`src/ascii_cmd_pkg.sv`:
```
// Constants, carriers and states shared by the ASCII command parser
`default_nettype none
package ascii_cmd_pkg;
  // ****************************************
  // Characters
  // ****************************************
  localparam logic [7:0] CH_AT    = 8'h40;
  localparam logic [7:0] CH_CR    = 8'h0d;
  localparam logic [7:0] CH_COLON = 8'h3a;
  localparam logic [7:0] CH_QUERY = 8'h3f;
  localparam logic [7:0] CH_DOT   = 8'h2e;
  localparam logic [7:0] CH_PLUS  = 8'h2b;
  localparam logic [7:0] CH_MINUS = 8'h2d;
  localparam logic [7:0] CH_0     = 8'h30;
  localparam logic [7:0] CH_1     = 8'h31;
  localparam logic [7:0] CH_2     = 8'h32;
  localparam logic [7:0] CH_3     = 8'h33;
  localparam logic [7:0] CH_5     = 8'h35;
  localparam logic [7:0] CH_6     = 8'h36;
  localparam logic [7:0] CH_7     = 8'h37;
  localparam logic [7:0] CH_8     = 8'h38;
  localparam logic [7:0] CH_9     = 8'h39;
  localparam logic [7:0] CH_B     = 8'h42;
  localparam logic [7:0] CH_D     = 8'h44;
  localparam logic [7:0] CH_E     = 8'h45;
  localparam logic [7:0] CH_L     = 8'h4c;
  localparam logic [7:0] CH_P     = 8'h50;
  localparam logic [7:0] CH_T     = 8'h54;
  localparam logic [7:0] CH_U     = 8'h55;
  localparam logic [7:0] CH_LOW_E = 8'h65;
  // ****************************************
  // Message layout (index of each body character after the at-sign)
  // ****************************************
  localparam logic [3:0] IDX_CAT_A = 4'h0;
  localparam logic [3:0] IDX_CAT_B = 4'h1;
  localparam logic [3:0] IDX_NUM   = 4'h2;
  localparam logic [3:0] IDX_PARAM = 4'h3;
  localparam logic [3:0] IDX_COLON = 4'h4;
  localparam logic [3:0] IDX_DATA  = 4'h5;
  localparam logic [3:0] LEN_ONE   = 4'h6;
  localparam logic [3:0] IDX_MAX   = 4'hf;
  // ****************************************
  // Register map and bus answers
  // ****************************************
  localparam logic [7:0] OFS_SETTINGS = 8'h00;
  localparam logic [7:0] OFS_LEAK     = 8'h04;
  localparam logic [7:0] OFS_STATUS   = 8'h08;
  localparam logic [1:0] RESP_OKAY    = 2'h0;
  localparam logic [1:0] RESP_SLVERR  = 2'h2;
  localparam int BIT_ALARM = 0;
  localparam int BIT_LOCK  = 1;
  localparam int BIT_UNITS = 2;
  localparam int BIT_CKSUM = 4;
  localparam int BIT_SCI   = 5;
  localparam int BIT_WORD8 = 6;
  localparam logic [1:0] UNITS_TORR   = 2'h0;
  localparam logic [1:0] UNITS_PASCAL = 2'h1;
  localparam logic [1:0] UNITS_MBAR   = 2'h2;
  // ****************************************
  // Carriers and states
  // ****************************************
  typedef struct packed {
    logic [15:0] leak;
    logic        word8;
    logic        sci;
    logic        cksum;
    logic [1:0]  units;
    logic        lock;
    logic        alarm;
  } settings_t;
  localparam settings_t SETTINGS_RESET = '{leak: 16'h0001, word8: 1'b1, sci: 1'b0,
    cksum: 1'b0, units: UNITS_TORR, lock: 1'b0, alarm: 1'b1};
  typedef struct packed {
    logic [7:0]      status;
    logic [3:0][7:0] text;
  } meas_t;
  typedef enum logic [2:0] {
    P_IDLE = 3'b000,
    P_BODY = 3'b001,
    P_CKLO = 3'b010,
    P_CKHI = 3'b011,
    P_EXEC = 3'b100,
    P_SEND = 3'b101
  } parse_state_t;
endpackage
`default_nettype wire

```
`src/ascii_serial_command_parser.sv`:
```
// ASCII serial command parser with settings, queries and AXI4-Lite registers
//
// Added by the designer: the AXI4-Lite register port and the register offsets.
`default_nettype none
module ascii_serial_command_parser (
  input  wire logic                      clock,
  input  wire logic                      rst_b,
  input  wire logic                      rx_valid,
  input  wire logic [7:0]                rx_data,
  output var  logic                      tx_valid,
  output var  logic [7:0]                tx_data,
  input  wire logic                      tx_ready,
  input  wire logic                      panel_exit,
  input  wire logic                      displayless_pin,
  input  wire ascii_cmd_pkg::meas_t      meas,
  output var  ascii_cmd_pkg::settings_t  settings,
  output var  logic                      nv_save,
  input  wire logic                      awvalid,
  output var  logic                      awready,
  input  wire logic [7:0]                awaddr,
  input  wire logic                      wvalid,
  output var  logic                      wready,
  input  wire logic [31:0]               wdata,
  input  wire logic [3:0]                wstrb,
  output var  logic                      bvalid,
  input  wire logic                      bready,
  output var  logic [1:0]                bresp,
  input  wire logic                      arvalid,
  output var  logic                      arready,
  input  wire logic [7:0]                araddr,
  output var  logic                      rvalid,
  input  wire logic                      rready,
  output var  logic [31:0]               rdata,
  output var  logic [1:0]                rresp
);
  // ****************************************
  // State
  // ****************************************
  typedef struct packed {
    ascii_cmd_pkg::parse_state_t pstate;
    logic [3:0]                  idx;
    logic [15:0]                 sum;
    logic [7:0]                  cat_a;
    logic [7:0]                  cat_b;
    logic [7:0]                  num;
    logic [7:0]                  param;
    logic [7:0]                  colon;
    logic [7:0]                  data0;
    logic [15:0]                 acc;
    logic                        acc_ok;
    logic                        acc_stop;
    logic                        acc_bad;
    logic [7:0]                  ck_lo;
    ascii_cmd_pkg::settings_t    set;
    logic [2:0]                  disp_sync;
    logic                        displayless;
    logic                        nv_save;
    logic [15:0][7:0]            txbuf;
    logic [4:0]                  txlen;
    logic [4:0]                  txpos;
    logic                        tx_ck;
    logic [15:0]                 tx_sum;
    logic                        tx_valid;
    logic [7:0]                  tx_data;
    logic [7:0]                  good_cnt;
    logic [7:0]                  bad_cnt;
    logic                        aw_got;
    logic                        w_got;
    logic [7:0]                  awaddr;
    logic [31:0]                 wdata;
    logic [3:0]                  wstrb;
    logic                        awready;
    logic                        wready;
    logic                        bvalid;
    logic [1:0]                  bresp;
    logic                        arready;
    logic                        rvalid;
    logic [31:0]                 rdata;
    logic [1:0]                  rresp;
  } state_t;

  state_t s;
  state_t next_s;

  function automatic logic is_digit(input logic [7:0] c);
    is_digit = (c >= ascii_cmd_pkg::CH_0) && (c <= ascii_cmd_pkg::CH_9);
  endfunction

  function automatic logic [31:0] merge_bytes(input logic [31:0] old_v,
                                              input logic [31:0] new_v,
                                              input logic [3:0]  strb);
    logic [31:0] r;
    r = old_v;
    for (int i = 0; i < 4; i++) begin
      if (strb[i]) begin
        r[i*8 +: 8] = new_v[i*8 +: 8];
      end
    end
    merge_bytes = r;
  endfunction

  function automatic logic [31:0] flag_word(input ascii_cmd_pkg::settings_t st);
    flag_word = {25'h0000000, st.word8, st.sci, st.cksum, st.units, st.lock, st.alarm};
  endfunction

  // ****************************************
  // Next state
  // ****************************************
  always_comb begin
    logic [7:0]  dig;
    logic [4:0]  p;
    logic        one_data;
    logic        is_chan_q;
    logic        q_ok;
    logic        ok;
    logic [31:0] tmp;
    next_s = s;
    dig = 8'h00;
    p = 5'h00;
    one_data = 1'b0;
    is_chan_q = 1'b0;
    q_ok = 1'b0;
    ok = 1'b0;
    tmp = 32'h00000000;
    next_s.nv_save = panel_exit;
    // Strap filter: only the last two stages are compared
    next_s.disp_sync = {s.disp_sync[1:0], displayless_pin};
    if (s.disp_sync[2] == s.disp_sync[1]) begin
      next_s.displayless = s.disp_sync[2];
    end

    // ****************************************
    // Receive and parse
    // ****************************************
    case (s.pstate)
      ascii_cmd_pkg::P_IDLE, ascii_cmd_pkg::P_BODY: begin
        if (rx_valid && rx_data == ascii_cmd_pkg::CH_AT) begin
          next_s.pstate = ascii_cmd_pkg::P_BODY;
          next_s.idx = 4'h0;
          next_s.sum = {8'h00, rx_data};
          next_s.acc = 16'h0000;
          next_s.acc_ok = 1'b0;
          next_s.acc_stop = 1'b0;
          next_s.acc_bad = 1'b0;
        end else if (rx_valid && s.pstate == ascii_cmd_pkg::P_BODY) begin
          next_s.sum = 16'(s.sum + {8'h00, rx_data});
          if (rx_data == ascii_cmd_pkg::CH_CR) begin
            // The enable message never carries checksum bytes
            if (s.set.cksum && !(s.cat_a == ascii_cmd_pkg::CH_5 &&
                s.cat_b == ascii_cmd_pkg::CH_0 && s.num == ascii_cmd_pkg::CH_5)) begin
              next_s.pstate = ascii_cmd_pkg::P_CKLO;
            end else begin
              next_s.pstate = ascii_cmd_pkg::P_EXEC;
            end
          end else begin
            case (s.idx)
              ascii_cmd_pkg::IDX_CAT_A: next_s.cat_a = rx_data;
              ascii_cmd_pkg::IDX_CAT_B: next_s.cat_b = rx_data;
              ascii_cmd_pkg::IDX_NUM:   next_s.num = rx_data;
              ascii_cmd_pkg::IDX_PARAM: next_s.param = rx_data;
              ascii_cmd_pkg::IDX_COLON: next_s.colon = rx_data;
              default: begin
              end
            endcase
            if (s.idx == ascii_cmd_pkg::IDX_DATA) begin
              next_s.data0 = rx_data;
            end
            // Numeric data: integer part of a fixed value or of a scientific mantissa; the exponent is ignored
            if (s.idx >= ascii_cmd_pkg::IDX_DATA) begin
              dig = rx_data - ascii_cmd_pkg::CH_0;
              if (is_digit(rx_data)) begin
                if (!s.acc_stop) begin
                  next_s.acc = 16'(s.acc * 16'h000a + {8'h00, dig});
                  next_s.acc_ok = 1'b1;
                end
              end else if (rx_data == ascii_cmd_pkg::CH_DOT ||
                           rx_data == ascii_cmd_pkg::CH_E ||
                           rx_data == ascii_cmd_pkg::CH_LOW_E ||
                           rx_data == ascii_cmd_pkg::CH_PLUS ||
                           rx_data == ascii_cmd_pkg::CH_MINUS) begin
                next_s.acc_stop = 1'b1;
              end else begin
                next_s.acc_bad = 1'b1;
              end
            end
            if (s.idx != ascii_cmd_pkg::IDX_MAX) begin
              next_s.idx = s.idx + 4'h1;
            end
          end
        end
      end
      ascii_cmd_pkg::P_CKLO: begin
        if (rx_valid) begin
          next_s.ck_lo = rx_data;
          next_s.pstate = ascii_cmd_pkg::P_CKHI;
        end
      end
      ascii_cmd_pkg::P_CKHI: begin
        if (rx_valid) begin
          if ({rx_data, s.ck_lo} == s.sum) begin
            next_s.pstate = ascii_cmd_pkg::P_EXEC;
          end else begin
            next_s.pstate = ascii_cmd_pkg::P_IDLE;
            next_s.bad_cnt = s.bad_cnt + 8'h01;
          end
        end
      end
      ascii_cmd_pkg::P_EXEC: begin
        next_s.pstate = ascii_cmd_pkg::P_IDLE;
        one_data = (s.idx == ascii_cmd_pkg::LEN_ONE) && (s.colon == ascii_cmd_pkg::CH_COLON);
        if (s.cat_a == ascii_cmd_pkg::CH_5 && s.cat_b == ascii_cmd_pkg::CH_0) begin
          case (s.num)
            ascii_cmd_pkg::CH_1, ascii_cmd_pkg::CH_5, ascii_cmd_pkg::CH_8: begin
              if (one_data && (s.data0 == ascii_cmd_pkg::CH_E ||
                               s.data0 == ascii_cmd_pkg::CH_D)) begin
                ok = 1'b1;
                if (s.num == ascii_cmd_pkg::CH_1) begin
                  next_s.set.alarm = (s.data0 == ascii_cmd_pkg::CH_E);
                end else if (s.num == ascii_cmd_pkg::CH_5) begin
                  next_s.set.cksum = (s.data0 == ascii_cmd_pkg::CH_E);
                end else begin
                  next_s.set.sci = (s.data0 == ascii_cmd_pkg::CH_E);
                end
              end
            end
            ascii_cmd_pkg::CH_2: begin
              if (one_data && (s.data0 == ascii_cmd_pkg::CH_U ||
                               s.data0 == ascii_cmd_pkg::CH_L)) begin
                ok = 1'b1;
                next_s.set.lock = (s.data0 == ascii_cmd_pkg::CH_L);
              end
            end
            ascii_cmd_pkg::CH_3: begin
              ok = one_data;
              if (one_data && s.data0 == ascii_cmd_pkg::CH_T) begin
                next_s.set.units = ascii_cmd_pkg::UNITS_TORR;
              end else if (one_data && s.data0 == ascii_cmd_pkg::CH_P) begin
                next_s.set.units = ascii_cmd_pkg::UNITS_PASCAL;
              end else if (one_data && s.data0 == ascii_cmd_pkg::CH_B) begin
                next_s.set.units = ascii_cmd_pkg::UNITS_MBAR;
              end else begin
                ok = 1'b0;
              end
            end
            ascii_cmd_pkg::CH_6: begin
              if (s.idx == ascii_cmd_pkg::IDX_COLON) begin
                ok = 1'b1;
                next_s.nv_save = 1'b1;
              end
            end
            ascii_cmd_pkg::CH_7: begin
              if (s.colon == ascii_cmd_pkg::CH_COLON && s.acc_ok && !s.acc_bad &&
                  s.idx != ascii_cmd_pkg::IDX_MAX) begin
                ok = 1'b1;
                next_s.set.leak = s.acc;
              end
            end
            default: begin
            end
          endcase
        end else if (s.cat_a == ascii_cmd_pkg::CH_6 && s.cat_b == ascii_cmd_pkg::CH_0 &&
                     s.idx == ascii_cmd_pkg::IDX_DATA &&
                     s.colon == ascii_cmd_pkg::CH_QUERY) begin
          is_chan_q = (s.num >= ascii_cmd_pkg::CH_1 && s.num <= ascii_cmd_pkg::CH_6) ||
                      s.num == ascii_cmd_pkg::CH_8;
          q_ok = is_chan_q ? (s.param >= ascii_cmd_pkg::CH_1 &&
                              s.param <= ascii_cmd_pkg::CH_6)
                           : (s.num == ascii_cmd_pkg::CH_7 || s.num == ascii_cmd_pkg::CH_9);
          // Only the reply is built; no setting is touched
          if (q_ok) begin
            ok = 1'b1;
            next_s.txbuf[0] = ascii_cmd_pkg::CH_AT;
            next_s.txbuf[1] = s.cat_a;
            next_s.txbuf[2] = s.cat_b;
            next_s.txbuf[3] = s.num;
            p = 5'h04;
            if (is_chan_q) begin
              next_s.txbuf[4] = s.param;
              p = 5'h05;
            end
            next_s.txbuf[p[3:0]] = ascii_cmd_pkg::CH_COLON;
            next_s.txbuf[4'(p + 5'h01)] = meas.status;
            for (int i = 0; i < 4; i++) begin
              next_s.txbuf[4'(p + 5'h02 + 5'(i))] = meas.text[i];
            end
            next_s.txbuf[4'(p + 5'h06)] = ascii_cmd_pkg::CH_CR;
            next_s.txlen = 5'(p + 5'h07);
            next_s.txpos = 5'h00;
            next_s.tx_sum = 16'h0000;
            next_s.tx_ck = s.set.cksum;
            next_s.pstate = ascii_cmd_pkg::P_SEND;
          end
        end
        if (ok) begin
          next_s.good_cnt = s.good_cnt + 8'h01;
        end else begin
          next_s.bad_cnt = s.bad_cnt + 8'h01;
        end
      end
      ascii_cmd_pkg::P_SEND: begin
        // Characters received while replying are dropped
        if (!s.tx_valid || tx_ready) begin
          next_s.tx_valid = 1'b1;
          next_s.txpos = s.txpos + 5'h01;
          if (s.txpos < s.txlen) begin
            next_s.tx_data = s.txbuf[s.txpos[3:0]];
            next_s.tx_sum = 16'(s.tx_sum + {8'h00, s.txbuf[s.txpos[3:0]]});
          end else if (s.tx_ck && s.txpos == s.txlen) begin
            next_s.tx_data = s.tx_sum[7:0];
          end else if (s.tx_ck && s.txpos == 5'(s.txlen + 5'h01)) begin
            next_s.tx_data = s.tx_sum[15:8];
          end else begin
            next_s.tx_valid = 1'b0;
            next_s.pstate = ascii_cmd_pkg::P_IDLE;
          end
        end
      end
      default: next_s.pstate = ascii_cmd_pkg::P_IDLE;
    endcase

    // ****************************************
    // AXI4-Lite slave
    // ****************************************
    if (awvalid && s.awready) begin
      next_s.aw_got = 1'b1;
      next_s.awaddr = awaddr;
    end
    if (wvalid && s.wready) begin
      next_s.w_got = 1'b1;
      next_s.wdata = wdata;
      next_s.wstrb = wstrb;
    end
    if (s.bvalid && bready) begin
      next_s.bvalid = 1'b0;
    end
    if (s.aw_got && s.w_got && !s.bvalid) begin
      next_s.aw_got = 1'b0;
      next_s.w_got = 1'b0;
      next_s.bvalid = 1'b1;
      next_s.bresp = ascii_cmd_pkg::RESP_OKAY;
      case (s.awaddr)
        ascii_cmd_pkg::OFS_SETTINGS: begin
          tmp = merge_bytes(flag_word(next_s.set), s.wdata, s.wstrb);
          next_s.set.alarm = tmp[ascii_cmd_pkg::BIT_ALARM];
          next_s.set.lock = tmp[ascii_cmd_pkg::BIT_LOCK];
          next_s.set.units = tmp[ascii_cmd_pkg::BIT_UNITS +: 2];
          next_s.set.cksum = tmp[ascii_cmd_pkg::BIT_CKSUM];
          next_s.set.sci = tmp[ascii_cmd_pkg::BIT_SCI];
          if (!s.displayless) begin
            next_s.set.word8 = tmp[ascii_cmd_pkg::BIT_WORD8];
          end
        end
        ascii_cmd_pkg::OFS_LEAK: begin
          tmp = merge_bytes({16'h0000, next_s.set.leak}, s.wdata, s.wstrb);
          next_s.set.leak = tmp[15:0];
        end
        ascii_cmd_pkg::OFS_STATUS: begin
        end
        default: next_s.bresp = ascii_cmd_pkg::RESP_SLVERR;
      endcase
    end
    if (s.displayless) begin
      next_s.set.word8 = ascii_cmd_pkg::SETTINGS_RESET.word8;
    end
    next_s.set.word8 = next_s.set.word8 | next_s.set.cksum;
    next_s.awready = !next_s.aw_got && !next_s.bvalid;
    next_s.wready = !next_s.w_got && !next_s.bvalid;

    if (s.rvalid && rready) begin
      next_s.rvalid = 1'b0;
    end
    if (arvalid && s.arready) begin
      next_s.rvalid = 1'b1;
      next_s.rresp = ascii_cmd_pkg::RESP_OKAY;
      case (araddr)
        ascii_cmd_pkg::OFS_SETTINGS: next_s.rdata = flag_word(s.set);
        ascii_cmd_pkg::OFS_LEAK:     next_s.rdata = {16'h0000, s.set.leak};
        ascii_cmd_pkg::OFS_STATUS: begin
          next_s.rdata = {12'h000, s.displayless, s.pstate, s.bad_cnt, s.good_cnt};
        end
        default: begin
          next_s.rdata = 32'h00000000;
          next_s.rresp = ascii_cmd_pkg::RESP_SLVERR;
        end
      endcase
    end
    next_s.arready = !next_s.rvalid;
  end

  // ****************************************
  // Registers
  // ****************************************
  always_ff @(posedge clock) begin
    if (!rst_b) begin
      s <= '0;
      s.set <= ascii_cmd_pkg::SETTINGS_RESET;
    end else begin
      s <= next_s;
    end
  end

  assign tx_valid = s.tx_valid;
  assign tx_data  = s.tx_data;
  assign settings = s.set;
  assign nv_save  = s.nv_save;
  assign awready  = s.awready;
  assign wready   = s.wready;
  assign bvalid   = s.bvalid;
  assign bresp    = s.bresp;
  assign arready  = s.arready;
  assign rvalid   = s.rvalid;
  assign rdata    = s.rdata;
  assign rresp    = s.rresp;
endmodule
`default_nettype wire

```
`config.mk`:
```
export PLATFORM = sky130hd
export DESIGN_NAME = ascii_serial_command_parser
export DESIGN_NICKNAME = d
export VERILOG_FILES = /design/src/ascii_cmd_pkg.sv /design/src/ascii_serial_command_parser.sv
export SDC_FILE = /design/constraint.sdc
export NUM_CORES = 1
export LEC_CHECK = 0
export ABC_AREA = 1
export ABC_CLOCK_PERIOD_IN_PS = 3000
export BUFFER_PORTS_ARGS = -buffer_cell sky130_fd_sc_hd__buf_2
export CAP_MARGIN = 15
export CORE_ASPECT_RATIO = 0.7
export CORE_MARGIN = 3
export CORE_UTILIZATION = 38
export CTS_CLUSTER_DIAMETER = 80
export CTS_CLUSTER_SIZE = 16
export DETAILED_ROUTE_END_ITERATION = 10
export MAX_ROUTING_LAYER = met4
export SETUP_SLACK_MARGIN = 0.3
export SKIP_LAST_GASP = 1
export SYNTH_ARGS = -nofsm -noshare
export SYNTH_HDL_FRONTEND = slang
export SYNTH_SLANG_ARGS = --single-unit
```
`constraint.sdc`:
```
create_clock -name clock -period 3 [get_ports clock]
set_input_delay 0.15 -clock clock [delete_from_list [all_inputs] [get_ports clock]]
set_output_delay 0.15 -clock clock [all_outputs]
set_load 0.01 [all_outputs]
```
**Word level (Yosys, flattened, before mapping)**

Index checks and enable logic that the tools add are counted.

- RAM bits: 0
- Output and inout bits: 74
- Register bits: 375
- Memories kept: 0
- Latch bits: 0
- Bits in read-only memories: 0

- Bitwise logic cells: 10
- Reduce and logical (&&, ||, !) cells: 91
- Multiply operators: 1
- Magnitude comparators: 23
- Divide/modulo/power cells: 0
- Eq/ne operators: 65
- Muxes and demuxes: 135
- $add $sub $neg: 16
- Shifts and indexed selects: 0

Operators by type and width:

| kind | count |
|---|---|
| bitwise mux 128 bit | 5 |
| 2-to-1 mux 155 bit | 3 |
| demux 8 bit (select 4 bit) | 7 |
| 2-to-1 mux 8 bit | 27 |
| 2-to-1 mux 134 bit | 1 |
| == test 8 x 6 -> 1 bit (second input constant) | 16 |
| 2-to-1 mux 16 bit | 6 |
| 2-to-1 mux 90 bit | 1 |
| bitwise AND 80 bit | 1 |
| == test 8 x 7 -> 1 bit (second input constant) | 10 |
| inverter 80 bit | 1 |
| 2-to-1 mux 67 bit | 1 |
| bitwise AND 64 bit | 1 |
| inverter 64 bit | 1 |
| bitwise OR 64 bit | 1 |
| case mux 20 bit (3 select lines) | 1 |
| adder 16 x 8 -> 16 bit | 3 |
| bitwise OR 48 bit | 1 |
| 2-to-1 mux 23 bit | 2 |
| less-than comparator 4 x 5 -> 1 bit (second input constant) | 8 |
| 2-to-1 mux 3 bit | 13 |
| logical AND 1 bit | 38 |
| 2-to-1 mux 19 bit | 2 |
| 2-to-1 mux 35 bit | 1 |
| 59 further kinds | 190 |

**Longest topological paths before layout**

Gate-level depths: netlist (run 1).

- Depth in word-level cells: 24
- Mapped depth: 20
- Mapped depth without buffers: 18

**Worst setup path after synthesis (run 1)**

Ideal clock, no wire load.

- Path type: reg-to-reg
- Start point: reg s[129] in the netlist's numbering
- End point: reg s[122] in the netlist's numbering
- Path buffers: 3
- Period minus slack after synthesis: 2.825 ns
- Required time: 2.929 ns
- Cell stages (with the launch flop): 19
- Data arrival time: 2.755 ns
- Slack: 0.175 ns
- Path through: dfxtp_1 -> clkbuf_1 -> inv_1 -> buf_2 -> buf_2 -> nor2_1 -> o22ai_1 -> nand2_1 -> nand2_1 -> ha_1 -> fa_1 -> nand3_1 -> nand2_1 -> a21oi_1 -> inv_1 -> nand3_1 -> nand4_1 -> or2_0 -> a21oi_1

- Cells in the longest elaborated chain, start to end: 6
- Elaborated cells on any way between the ends: 9
- Those cells by class: add/sub: 1; order compare: 1; eq/ne: 1; mux: 5; reduce/logical: 1

RTL lines:

| item | RTL line | RTL |
|---|---|---|
| start, declared | ascii_serial_command_parser.sv:82 | `state_t s;` |
| start signal, assigned | ascii_serial_command_parser.sv:398 | `s <= next_s;` |
| binary-select mux 8 bit (select 4 bit) | ascii_serial_command_parser.sv:307 | `next_s.tx_sum = 16'(s.tx_sum + {8'h00, s.txbuf[s.txpos[3:0]]});` |
| 2-to-1 mux 8 bit (implied by the code) | ascii_serial_command_parser.sv:307 |  |
| adder 16 x 8 -> 16 bit | ascii_serial_command_parser.sv:307 |  |
| 2-to-1 mux 16 bit | ascii_serial_command_parser.sv:305 | `if (s.txpos < s.txlen) begin` |
| 2-to-1 mux 25 bit | ascii_serial_command_parser.sv:302 | `if (!s.tx_valid \|\| tx_ready) begin` |
| case mux 16 bit (2 select lines) | ascii_serial_command_parser.sv:135 | `case (s.pstate)` |

Parallel ways exist; a longest one is shown, timed or not. The select of a mux whose other input is x is not followed.
A chain may end at the register's enable or synchronous reset.

**Final worst setup path (run 1)**

- Start point: reg s[129] in the netlist's numbering
- End point: reg s[126] in the netlist's numbering

The elaborated chain is that of the path after synthesis.

==> results.md, run 1 <==
- CP endpoint kind: register
- Reg-to-reg startpoint: s[129]$_SDFFE_PN0P_
- Clk_skew: 0.0351 ns
- Max clock buf depth: 3
- First-pass GRT wire length: 85100 um
- Async S/R FF share, synth: 0%
- Worst Hold Class: in -> reg
- Fillers: 4336
- Worst EP required: 3.49 ns
- Antenna Violating Nets Remaining: 0
- CTS tree: done
- Number of remaining DRC errors: 0
- Setup TNS: 0 ns
- Synth Flop Type: dfxtp_1
- CTS Sinks: 319
- Gpl congestion: 0.930
- Hold depth: 3
- Worst-skew pair later-pin latency: 0.58 ns
- Hold path start: rx_valid
- Max VDD drop: 0.000379 V
- Max-slew violation count: 0
- Seq/Total Area, Yosys: 37.2%
- Synthesized area: 0.0171 sq mm
- Seq cells post-synth: 319
- Total GRT Usage: 22.7%
- Drt total wl: 55700 um
- Static Leak: 0.00837 uW
- Synth Area per Inst: 7.12 sq um
- Die X: 260 um
- Iteration-0 DRC Markers: 1913
- CTS H-tree depth: 1
- Status: complete, no violations
- Antenna violations before repair: 1
- Max Cap Viol: 0
- WL/cell: 17.4 um
- Worst r2r path cells: 17
- Maximum number of pins on one net before global-route repair: 85
- Vias per std cell: 5.37
- Startpoint Class: register
- Final Hold Viols: 0
- Area of the core: 0.0441 sq mm
- Critical-path maximum fanout: 8
- Final min period: 2.79 ns
- CTS buffer count: 24
- Clk slew on worst S/H paths: 0.07 ns
- Yosys cell types: 61
- Largest area contributor in the netlist: dfxtp_1
- GRT overflow: 0
- Fmax: 0.359 GHz
- Row count: 64
- Area Growth Syn to Fin: 19.9%
- Hold EP: s[391]$_SDFFE_PN0P_
- CTS Root Cell: clkbuf_16
- RSZ-0062 raised after global routing: true
- Die Area: 0.0478 sq mm
- Slew @ Worst Pin: 0.873 ns
- Worst reg2reg endpoint: s[126]$_SDFFE_PN0P_
- Slew HR: 41.7%
- Vias in the first global route: 15500
- EDFF count, synth: 0
- Final nets: 2773
- Design Power: 7860 uW
- I/O Pins: 185
- Critical path type: reg -> reg
- Critical path data arrival time: 3.27 ns
- Vias: 17200
- Pwr per Cell Area: 382 mW/mm^2
- Yosys warns: 0
- Layout cells sized above 1: 16.3%
- Router iterations before antenna repair: 6
- Dominant cells by area after synthesis: dfxtp_1, nand2_1, a21oi_1, o21ai_0, nor2_1
- Share of the synthesized area in the top cell type: 37.2%
- Crit share post-route: 92.9%
- Initial Util: 38.9%
- WHS: 0.0395 ns
- Post-synthesis instance total: 2408
- Die Y: 184 um
- R2R setup slack: 0.21 ns
- Setup violations, final: 0
- Number of port buffers: 152
- Hpwl dp: 39400 um
metal layers:
layer	global-route usage, %	up-vias	share of wire (%)
li1	-	8406	-
met1	34.6	8046	49
met2	32.3	645	42
met3	2.88	73	7.0
met4	3.72	0	1.7
met5	-	-	0
where the power goes:
part           switching [uW]  total (uW)  internal (uW)
clock                    1600        3060           1460
combinational             307         506            199
sequential               24.6        4290           4270
cell usage after synthesis (9+ instances only):
library cell / n
a21oi_1: 248
nand2_2: 9
nor3_1: 38
o21ai_0: 230
nand3_1: 134
xnor2_1: 11
inv_2: 15
o211ai_1: 21
nand4_1: 48
a31oi_1: 36
o22ai_1: 20
nor2_1: 246
o21a_1: 10
o21ai_1: 13
xor2_1: 35
buf_2: 24
dfxtp_1: 319
nand2_1: 432
buf_4: 72
clkbuf_1: 65
inv_1: 199
ha_1: 61
cell type report:
cell class                      count  area, sq um  area share [%]
Multi-Input combinational cell   1712         9500            46.2
Sequential cell                   319         6400            31.1
Timing Repair Buffer              322         2410            11.7
Inverter                          218          835            4.06
Tap cell                          594          743            3.62
Clock buffer                       27          612            2.98
Clock inverter                      3         47.5           0.231
Antenna cell                        1         2.50          0.0122
cells in the final DEF, fill, tap and decap left out, types with 34 or more instances in the layout:
master and n:
nor3_1 37, a31oi_1 36, ha_1 44, nor2_1 236, dlygate4sd3_1 77, a21oi_1 239, buf_2 152, o21ai_0 198
nand4_1 48, xor2_1 34, dfxtp_1 311, buf_4 78, nand2_1 418, nand3_1 130, o21ai_1 40, inv_1 193
cells by family (layout without fill, tap and decap cells):
logic type	Yosys count	in the layout	synth area share [%]
buf+inv	390	570	10.5
flops	319	319	37.2
xor+xnor	46	46	2.35
compound gates	620	620	19.8
other cells	1	15	0.0219
fa+ha+maj	65	65	4.92
simple gates	967	967	25.2
critical path, cell delays in order (launching register included):
cell and delay (ns):
dfxtp_4 0.39, inv_8 0.06, buf_8 0.13, buf_8 0.13
o21ai_4 0.13, o22ai_2 0.12, nand2_1 0.11, nand2_2 0.11
ha_4 0.19, fa_2 0.39, nand4_1 0.10, o211ai_1 0.12
nand4_1 0.15, nand3_1 0.09, nand2_1 0.07, nand3_1 0.06
or2_1 0.23, a21oi_2 0.12
timing repair:
action / in CTS / in global routing
cloned: 0 / 5
pin swaps: 19 / 41
gates resized for setup: 53 / 96
setup endpoints to repair: 19 / 36
endpoints found under the hold margin: 86 / 0
hold buffers: 77 / 0
setup buffers: 7 / 14
state kept, by name (all words and copies together), names as in the netlist:
name      cells
s           257
settings     23
rdata        20
tx_data       8
next_s        2
arready       1
awready       1
bresp         1
bvalid        1
nv_save       1
rresp         1
rvalid        1
tx_valid      1
wready        1
how the worst max path moves through the flow:
stage | startpoint | to | slack (ns) | depth (start not counted)
floorplan | s[309]$_SDFFE_PN0P_ | s[320]$_SDFFE_PN0P_ | 0.33 | 16
global placement | s[309]$_SDFFE_PN0P_ | s[320]$_SDFFE_PN0P_ | 0.11 | 17
detailed placement | s[129]$_SDFFE_PN0P_ | s[122]$_SDFFE_PN0P_ | 0.02 | 16
CTS | s[129]$_SDFFE_PN0P_ | s[122]$_SDFFE_PN0P_ | 0.30 | 16
global route | s[129]$_SDFFE_PN0P_ | s[126]$_SDFFE_PN0P_ | 0.11 | 15
finish | s[129]$_SDFFE_PN0P_ | s[126]$_SDFFE_PN0P_ | 0.21 | 17
through the flow:
step	setup slack (ns)	cell area, sq um	util, %	cells
after floorplan	0.329	17200	-	2421
after global placement	0.106	18300	41.5	3062
after detailed placement	0.0235	18300	41.5	3062
after CTS	0.300	20000	45.4	3176
after global routing	0.113	20600	46.6	3196
final	0.213	20600	46.6	3196
(Power assumes the default switching activity.)
==> inputs of run 2 (changes only) <==
CORE_MARGIN = 2   (was 3)
MAX_ROUTING_LAYER = not set   (was met4)
==> run 2 against run 1 <==
Clock skew shrank 0.011 ns. Critical path depth shrank 2. Setup slack gained 0.10 ns. Flip-flop and latch count is the same. Non-clock buffer count shrank 4.
==> results.md, run 2 (synthesized netlist as in run 1, its figures left out) <==
- Status: complete, no violations
- Antenna Violating Nets Remaining: 0 (unchanged)
- Fmax: 0.372 GHz (+3.7%)
- Die X: 258 um (-0.77%)
- Antenna Cells: 0 (-1)
- Max Cap Viol: 0 (unchanged)
- Final nets: 2769 (-0.14%)
- CP max stage cell: dfxtp_4
- Router iterations before antenna repair: 7 (+1)
- Row count: 65 (+1.6%)
- Number of port buffers: 152 (unchanged)
- Slew @ Worst Pin: 0.941 ns (+0.0683 ns)
- CTS H-tree depth: 1 (unchanged)
- Setup violations, final: 0 (unchanged)
- CTS buffer count: 24 (unchanged)
- Slew HR: 37.3% (-4.5 points)
- Area Growth Syn to Fin: 19.9% (about the same)
- Critical path type: reg -> reg
- Most frequent cells in the layout: nand2_1, dfxtp_1, nor2_1, a21oi_1, o21ai_0
- Iteration-0 DRC Markers: 1686 (-12%)
- Vias: 16900 (-1.3%)
- Final min period: 2.69 ns (-0.100 ns)
- Commonest non-fill, non-tap cell in the layout: nand2_1
- Max VDD drop: 0.000365 V (-3.8%)
- Pwr per Cell Area: 388 mW/mm^2 (+1.4%)
- Worst Hold Class: in -> reg
- Vias per std cell: 5.30 (-1.4%)
- CTS tree: done
- WHS: 0.0266 ns (-0.0130 ns)
- Max-slew violation count: 0 (unchanged)
- I/O Pins: 185 (unchanged)
- Antenna violations before repair: 2 (+1)
- CP endpoint kind: register
- Initial Util: 38.3% (-0.60 points)
- Hold depth: 3 (unchanged)
- Number of remaining DRC errors: 0 (unchanged)
- GRT overflow: 0 (unchanged)
- Design Power: 7960 uW (+1.4%)
- Gpl congestion: 0.899 (-3.3%)
- Max incr delay on CP: 0.40 ns (about the same)
- WL/cell: 17.3 um (-0.63%)
- CTS Sinks: 319 (unchanged)
- Vias in the first global route: 15500 (+0.58%)
- Max clock buf depth: 3 (unchanged)
- RSZ-0062 raised after global routing: true
- Setup TNS: 0 ns (unchanged)
- Crit-path cells: inv_8 -> clkbuf_16 -> o21ai_1 -> o211ai_1 -> nand3_1 -> nand2_2 -> ha_4 -> buf_4 -> nand2_1 -> nor2_1 -> nand3_1 -> nand3_1 -> nand4_1 -> or2_1 -> a21oi_1
- Final Hold Viols: 0 (unchanged)
- Max reg flops: 257 (unchanged)
- Placed instance area: 0.0183 sq mm (+0.14%)
- Largest Register: s
- Die Area: 0.0469 sq mm (-1.8%)
- Critical-path maximum fanout: 8 (unchanged)
- Layout cells sized above 1: 16.8% (+0.42 points)
- Most Frequent Cell on Critical Path: nand3_1
- Drt total wl: 55400 um (-0.57%)
- Multi-input gate area: 0.00953 sq mm (+0.32%)
- Worst-skew pair later-pin latency: 0.57 ns (about the same)
- Startpoint Class: register
- Clk slew on worst S/H paths: 0.08 ns (about the same)
- Maximum number of pins on one net before global-route repair: 81 (-4.7%)
- Crit share post-route: 89.6% (-3.3 points)
- Worst EP required: 3.50 ns (about the same)
- Area of the core: 0.0448 sq mm (+1.6%)
- Die Y: 182 um (-1.1%)
- First-pass GRT wire length: 85000 um (about the same)
- FF/Latch Area: 0.00641 sq mm (about the same)
- Design area: 0.0206 sq mm (about the same)
- Hpwl dp: 39500 um (+0.25%)
- Final core occ: 45.9% (-0.73 points)
- CTS Root Cell: clkbuf_16
- Clk_skew: 0.0245 ns (-0.0106 ns)
- Total GRT Usage: 22.5% (-0.24 points)
- Critical path data arrival time: 3.19 ns (-0.08 ns)
- Fillers: 4458 (+2.8%)
- Static Leak: 0.00833 uW (-0.58%)
- Worst r2r path cells: 15 (-2)
-- run 2: cell types whose count changed in the layout (fill, tap and decap cells not counted), sizes merged --
cell	change
inv	+1
clkinv	-1
clkinvlp	-1
buf	+3
dlygate4sd3	-3
diode	-1
bufinv	+1
clkbuf	-6
-- run 2: worst max-delay path, delay by kind of cell (launching register included) --
kind,cells,cell delay (ns)
compound gates,3,0.40
fa+ha+maj,1,0.30
flops,1,0.40
simple gates,8,1.18
buf+inv,3,0.34
-- run 2: path summary, 6_finish.rpt --
path / to / startpoint / slack, ns
hold / removal: s[337]$_SDFFE_PN0P_ / rx_data[7] / 0.03
setup reg to reg: s[124]$_SDFFE_PN0P_ / s[129]$_SDFFE_PN0P_ / 0.31
setup / recovery: s[124]$_SDFFE_PN0P_ / s[129]$_SDFFE_PN0P_ / 0.31
hold reg to reg: next_s[271]$_SDFF_PN0_ / next_s[270]$_SDFF_PN0_ / 0.43
-- run 2: metrics by stage --
step	cells	worst slack (ns)
6_report	3198	0.313
5_1_grt	3198	0.192
4_1_cts	3181	0.297
3_5_place_dp	3073	-0.0162
3_3_place_gp	3073	0.0713
2_1_floorplan	2421	0.329
-- run 2: power by group --
group / switching, uW / leakage [uW] / internal [uW]
sequential: 26.3 / 0.00258 / 4270
clock: 1600 / 0.000331 / 1570
combinational: 302 / 0.00541 / 199
total: 1930 / 0.00833 / 6030
-- run 2: cell type report --
cell class	instances	area share, %
clock inverters	3	0.231
repair buffers	318	11.4
flip-flops and latches	319	31.2
clock buffers	25	3.04
well taps	603	3.67
multi-input cells	1712	46.4
inverters	218	4.07
-- run 2: what timing repair did --
item                                    CTS  global route
endpoints found under the setup margin   19            73
setup buffers                             5            16
hold endpoints to repair                 86             0
gates cloned                              1             1
resized for setup                        44           109
pin swaps                                14            46
hold buffers                             74             0
-- run 2: metal layers --
layer / global-route usage (%) / up-vias / share of wire, %
met1: 34.0 / 7938 / 49
met4: 4.62 / 0 / 1.8
met5: 0 / - / 0
li1: - / 8366 / -
met2: 32.4 / 562 / 41
met3: 4.96 / 73 / 7.9
==> inputs of run 3 (changes only) <==
GPL_TIMING_DRIVEN = 0   (was not set)
RECOVER_POWER = 50   (was not set)
==> run 3 against run 2 <==
Final area rose by 3.8%. Routed wire length rose by 13%. Setup slack got worse by 0.16 ns. First-iteration DRC count rose by 20%. Critical path depth rose by 3. Clock-buffer cell count did not move. Clock power barely moved. Die area did not move. Non-clock buffer count rose by 130. Via count rose by 6.1%. Critical path type unchanged. Critical endpoint is now s[125]$_SDFFE_PN0P_. Largest power group unchanged.
==> results.md, run 3 (synthesized netlist as in run 1, its figures left out) <==
- Antenna violations before repair: 1 (-1)
- Drt total wl: 62700 um (+13%)
- Clk slew on worst S/H paths: 0.08 ns (about the same)
- WL/cell: 18.8 um (+8.8%)
- Hpwl dp: 46700 um (+18%)
- Crit-path cells: buf_8 -> clkinv_8 -> buf_6 -> buf_12 -> nor2_4 -> o22ai_4 -> nand2_2 -> nand2_4 -> ha_4 -> inv_1 -> o21bai_1 -> nor2_1 -> nand2_2 -> nand4_1 -> nand3_1 -> nand4_1 -> or2_0 -> a21oi_1
- CTS Sinks: 319 (unchanged)
- Critical-path maximum fanout: 8 (unchanged)
- GRT overflow: 0 (unchanged)
- Iteration-0 DRC Markers: 2028 (+20%)
- Max clock buf depth: 3 (unchanged)
- Max-slew violation count: 0 (unchanged)
- Vias per std cell: 5.40 (+2.0%)
- Router iterations before antenna repair: 5 (-2)
- Startpoint Class: register
- Final cell count without fillers: 3329 (+4.1%)
- Number of port buffers: 152 (unchanged)
- Worst reg2reg endpoint: s[125]$_SDFFE_PN0P_
- Vias in the first global route: 16300 (+5.2%)
- Most frequent cells in the layout: nand2_1, dfxtp_1, nor2_1, a21oi_1, o21ai_0
- CTS Root Cell: clkbuf_16
- Crit share post-route: 94.8% (+5.2 points)
- Worst Hold Class: in -> reg
- Gpl congestion: 0.935 (+4.0%)
- Status: complete, no violations
- Worst Setup SP: s[129]$_SDFFE_PN0P_
- Max Cap Viol: 0 (unchanged)
- Die X: 258 um (unchanged)
- Max reg flops: 257 (unchanged)
- Static Leak: 0.00855 uW (+2.7%)
- Reg-to-reg startpoint: s[129]$_SDFFE_PN0P_
- Worst EP required: 3.49 ns (about the same)
- Die Y: 182 um (unchanged)
- Final Hold Viols: 0 (unchanged)
- CP max stage cell: dfxtp_2
- CP endpoint kind: register
- Slew HR: 24.9% (-12 points)
- Antenna Violating Nets Remaining: 0 (unchanged)
- Row count: 65 (unchanged)
- Area Growth Syn to Fin: 24.4%
- Fillers: 4443 (-0.34%)
- Commonest non-fill, non-tap cell in the layout: nand2_1
- Max incr delay on CP: 0.35 ns (-0.05 ns)
- Layout cells sized above 1: 18.0% (+1.2 points)
- First-pass GRT wire length: 93900 um (+10%)
- Pwr per Cell Area: 377 mW/mm^2 (-2.7%)
- Final min period: 2.84 ns (+0.156 ns)
- Worst-skew pair later-pin latency: 0.59 ns (+0.02 ns)
- Area of the core: 0.0448 sq mm (unchanged)
- RSZ-0062 raised after global routing: true
- Vias: 18000 (+6.1%)
- Setup violations, final: 0 (unchanged)
- R2R setup slack: 0.16 ns (-0.16 ns)
- Crit path to: s[125]$_SDFFE_PN0P_
- Maximum number of pins on one net before global-route repair: 17 (-79%)
- CTS tree: done
- CTS H-tree depth: 1 (unchanged)
- I/O Pins: 185 (unchanged)
- CTS buffer count: 24 (unchanged)
- Fmax: 0.352 GHz (-5.5%)
- Setup TNS: 0 ns (unchanged)
- Largest Register: s
- Critical path data arrival time: 3.33 ns (+0.14 ns)
- Critical path type: reg -> reg
- Worst r2r path cells: 18 (+3)
- Final nets: 2899 (+4.7%)
- WHS: 0.0410 ns (+0.0144 ns)
- Number of remaining DRC errors: 0 (unchanged)
- Design Power: 8040 uW (+1.0%)
- Die Area: 0.0469 sq mm (unchanged)
- Final core occ: 47.6% (+1.7 points)
- Clk_skew: 0.0394 ns (+0.0148 ns)
- Initial Util: 38.3% (unchanged)
- Hold depth: 3 (unchanged)
- FF/Latch Area: 0.00642 sq mm (+0.18%)
- Antenna Cells: 0 (unchanged)
- Placed insts: 3176 (+3.4%)
- Slew @ Worst Pin: 1.13 ns (+0.186 ns)
- Multi-input gate area: 0.00968 sq mm (+1.5%)
- Max VDD drop: 0.000404 V (+11%)
- Total GRT Usage: 25.5% (+3.0 points)
run 3: changes by cell type in the layout (fill, tap and decap cells not counted), moves of 5 or more:
cell	change
clkbuf_1	+109
buf_2	-30
buf_4	+22
buf_6	+13
clkbuf_4	+13
buf_12	-8
nand2_1	-8
nand3_1	-7
dfxtp_1	-5
nand2_4	+5
nand3_2	+5
run 3: worst min path at each step:
stage | start | to | slack [ns]
after floorplan | displayless_pin | next_s[270]$_SDFF_PN0_ | 0.25
after global placement | displayless_pin | next_s[270]$_SDFF_PN0_ | 0.34
after detailed placement | displayless_pin | next_s[270]$_SDFF_PN0_ | 0.34
after CTS | rx_data[7] | s[337]$_SDFFE_PN0P_ | 0.03
after global routing | rx_valid | s[391]$_SDFFE_PN0P_ | 0.07
final | awvalid | s[79]$_SDFFE_PN0P_ | 0.04
run 3: final cells by class:
cell class	count	share of cell area [%]
multi-input cells	1712	45.4
flip-flops and latches	319	30.1
repair buffers	276	8.65
plain buffers	172	5.21
inverters	218	3.97
well taps	603	3.54
clock buffers	25	2.83
clock inverters	4	0.358
run 3: worst max-delay path: cells and delay by family (launching register included):
family | cells | cell delay [ns]
AOI/OAI and AO/OA | 3 | 0.42
and+or+nand+nor | 9 | 1.13
adders and majority gates | 1 | 0.30
DFF | 1 | 0.35
buffers and inverters | 5 | 0.55
run 3: metal layers:
layer	track usage, %	vias up	share of wire, %
met4	4.74	0	1.8
met2	35.9	773	40
met1	38.9	8482	48
li1	-	8632	-
met3	6.45	92	10
met5	0	-	0
run 3: power breakdown:
part           switching (uW)  internal (uW)
registers                29.2           4260
clock network            1650           1540
logic                     346            219
total                    2020           6020
run 3: through the flow:
step / worst slack (ns) / cell area, sq um
2_1_floorplan: 0.329 / 17200
4_1_cts: 0.195 / 20900
5_1_grt: -0.0176 / 21300
3_3_place_gp: -0.474 / 18700
6_report: 0.157 / 21300
3_5_place_dp: -0.448 / 18700
run 3: what timing repair did:
item	4_1_cts	5_1_grt
pin swaps	32	51
hold buffers	74	0
resized for setup	141	113
cloned	2	1
endpoints found under the hold margin	86	0
setup buffers	23	24
setup endpoints to repair	35	97
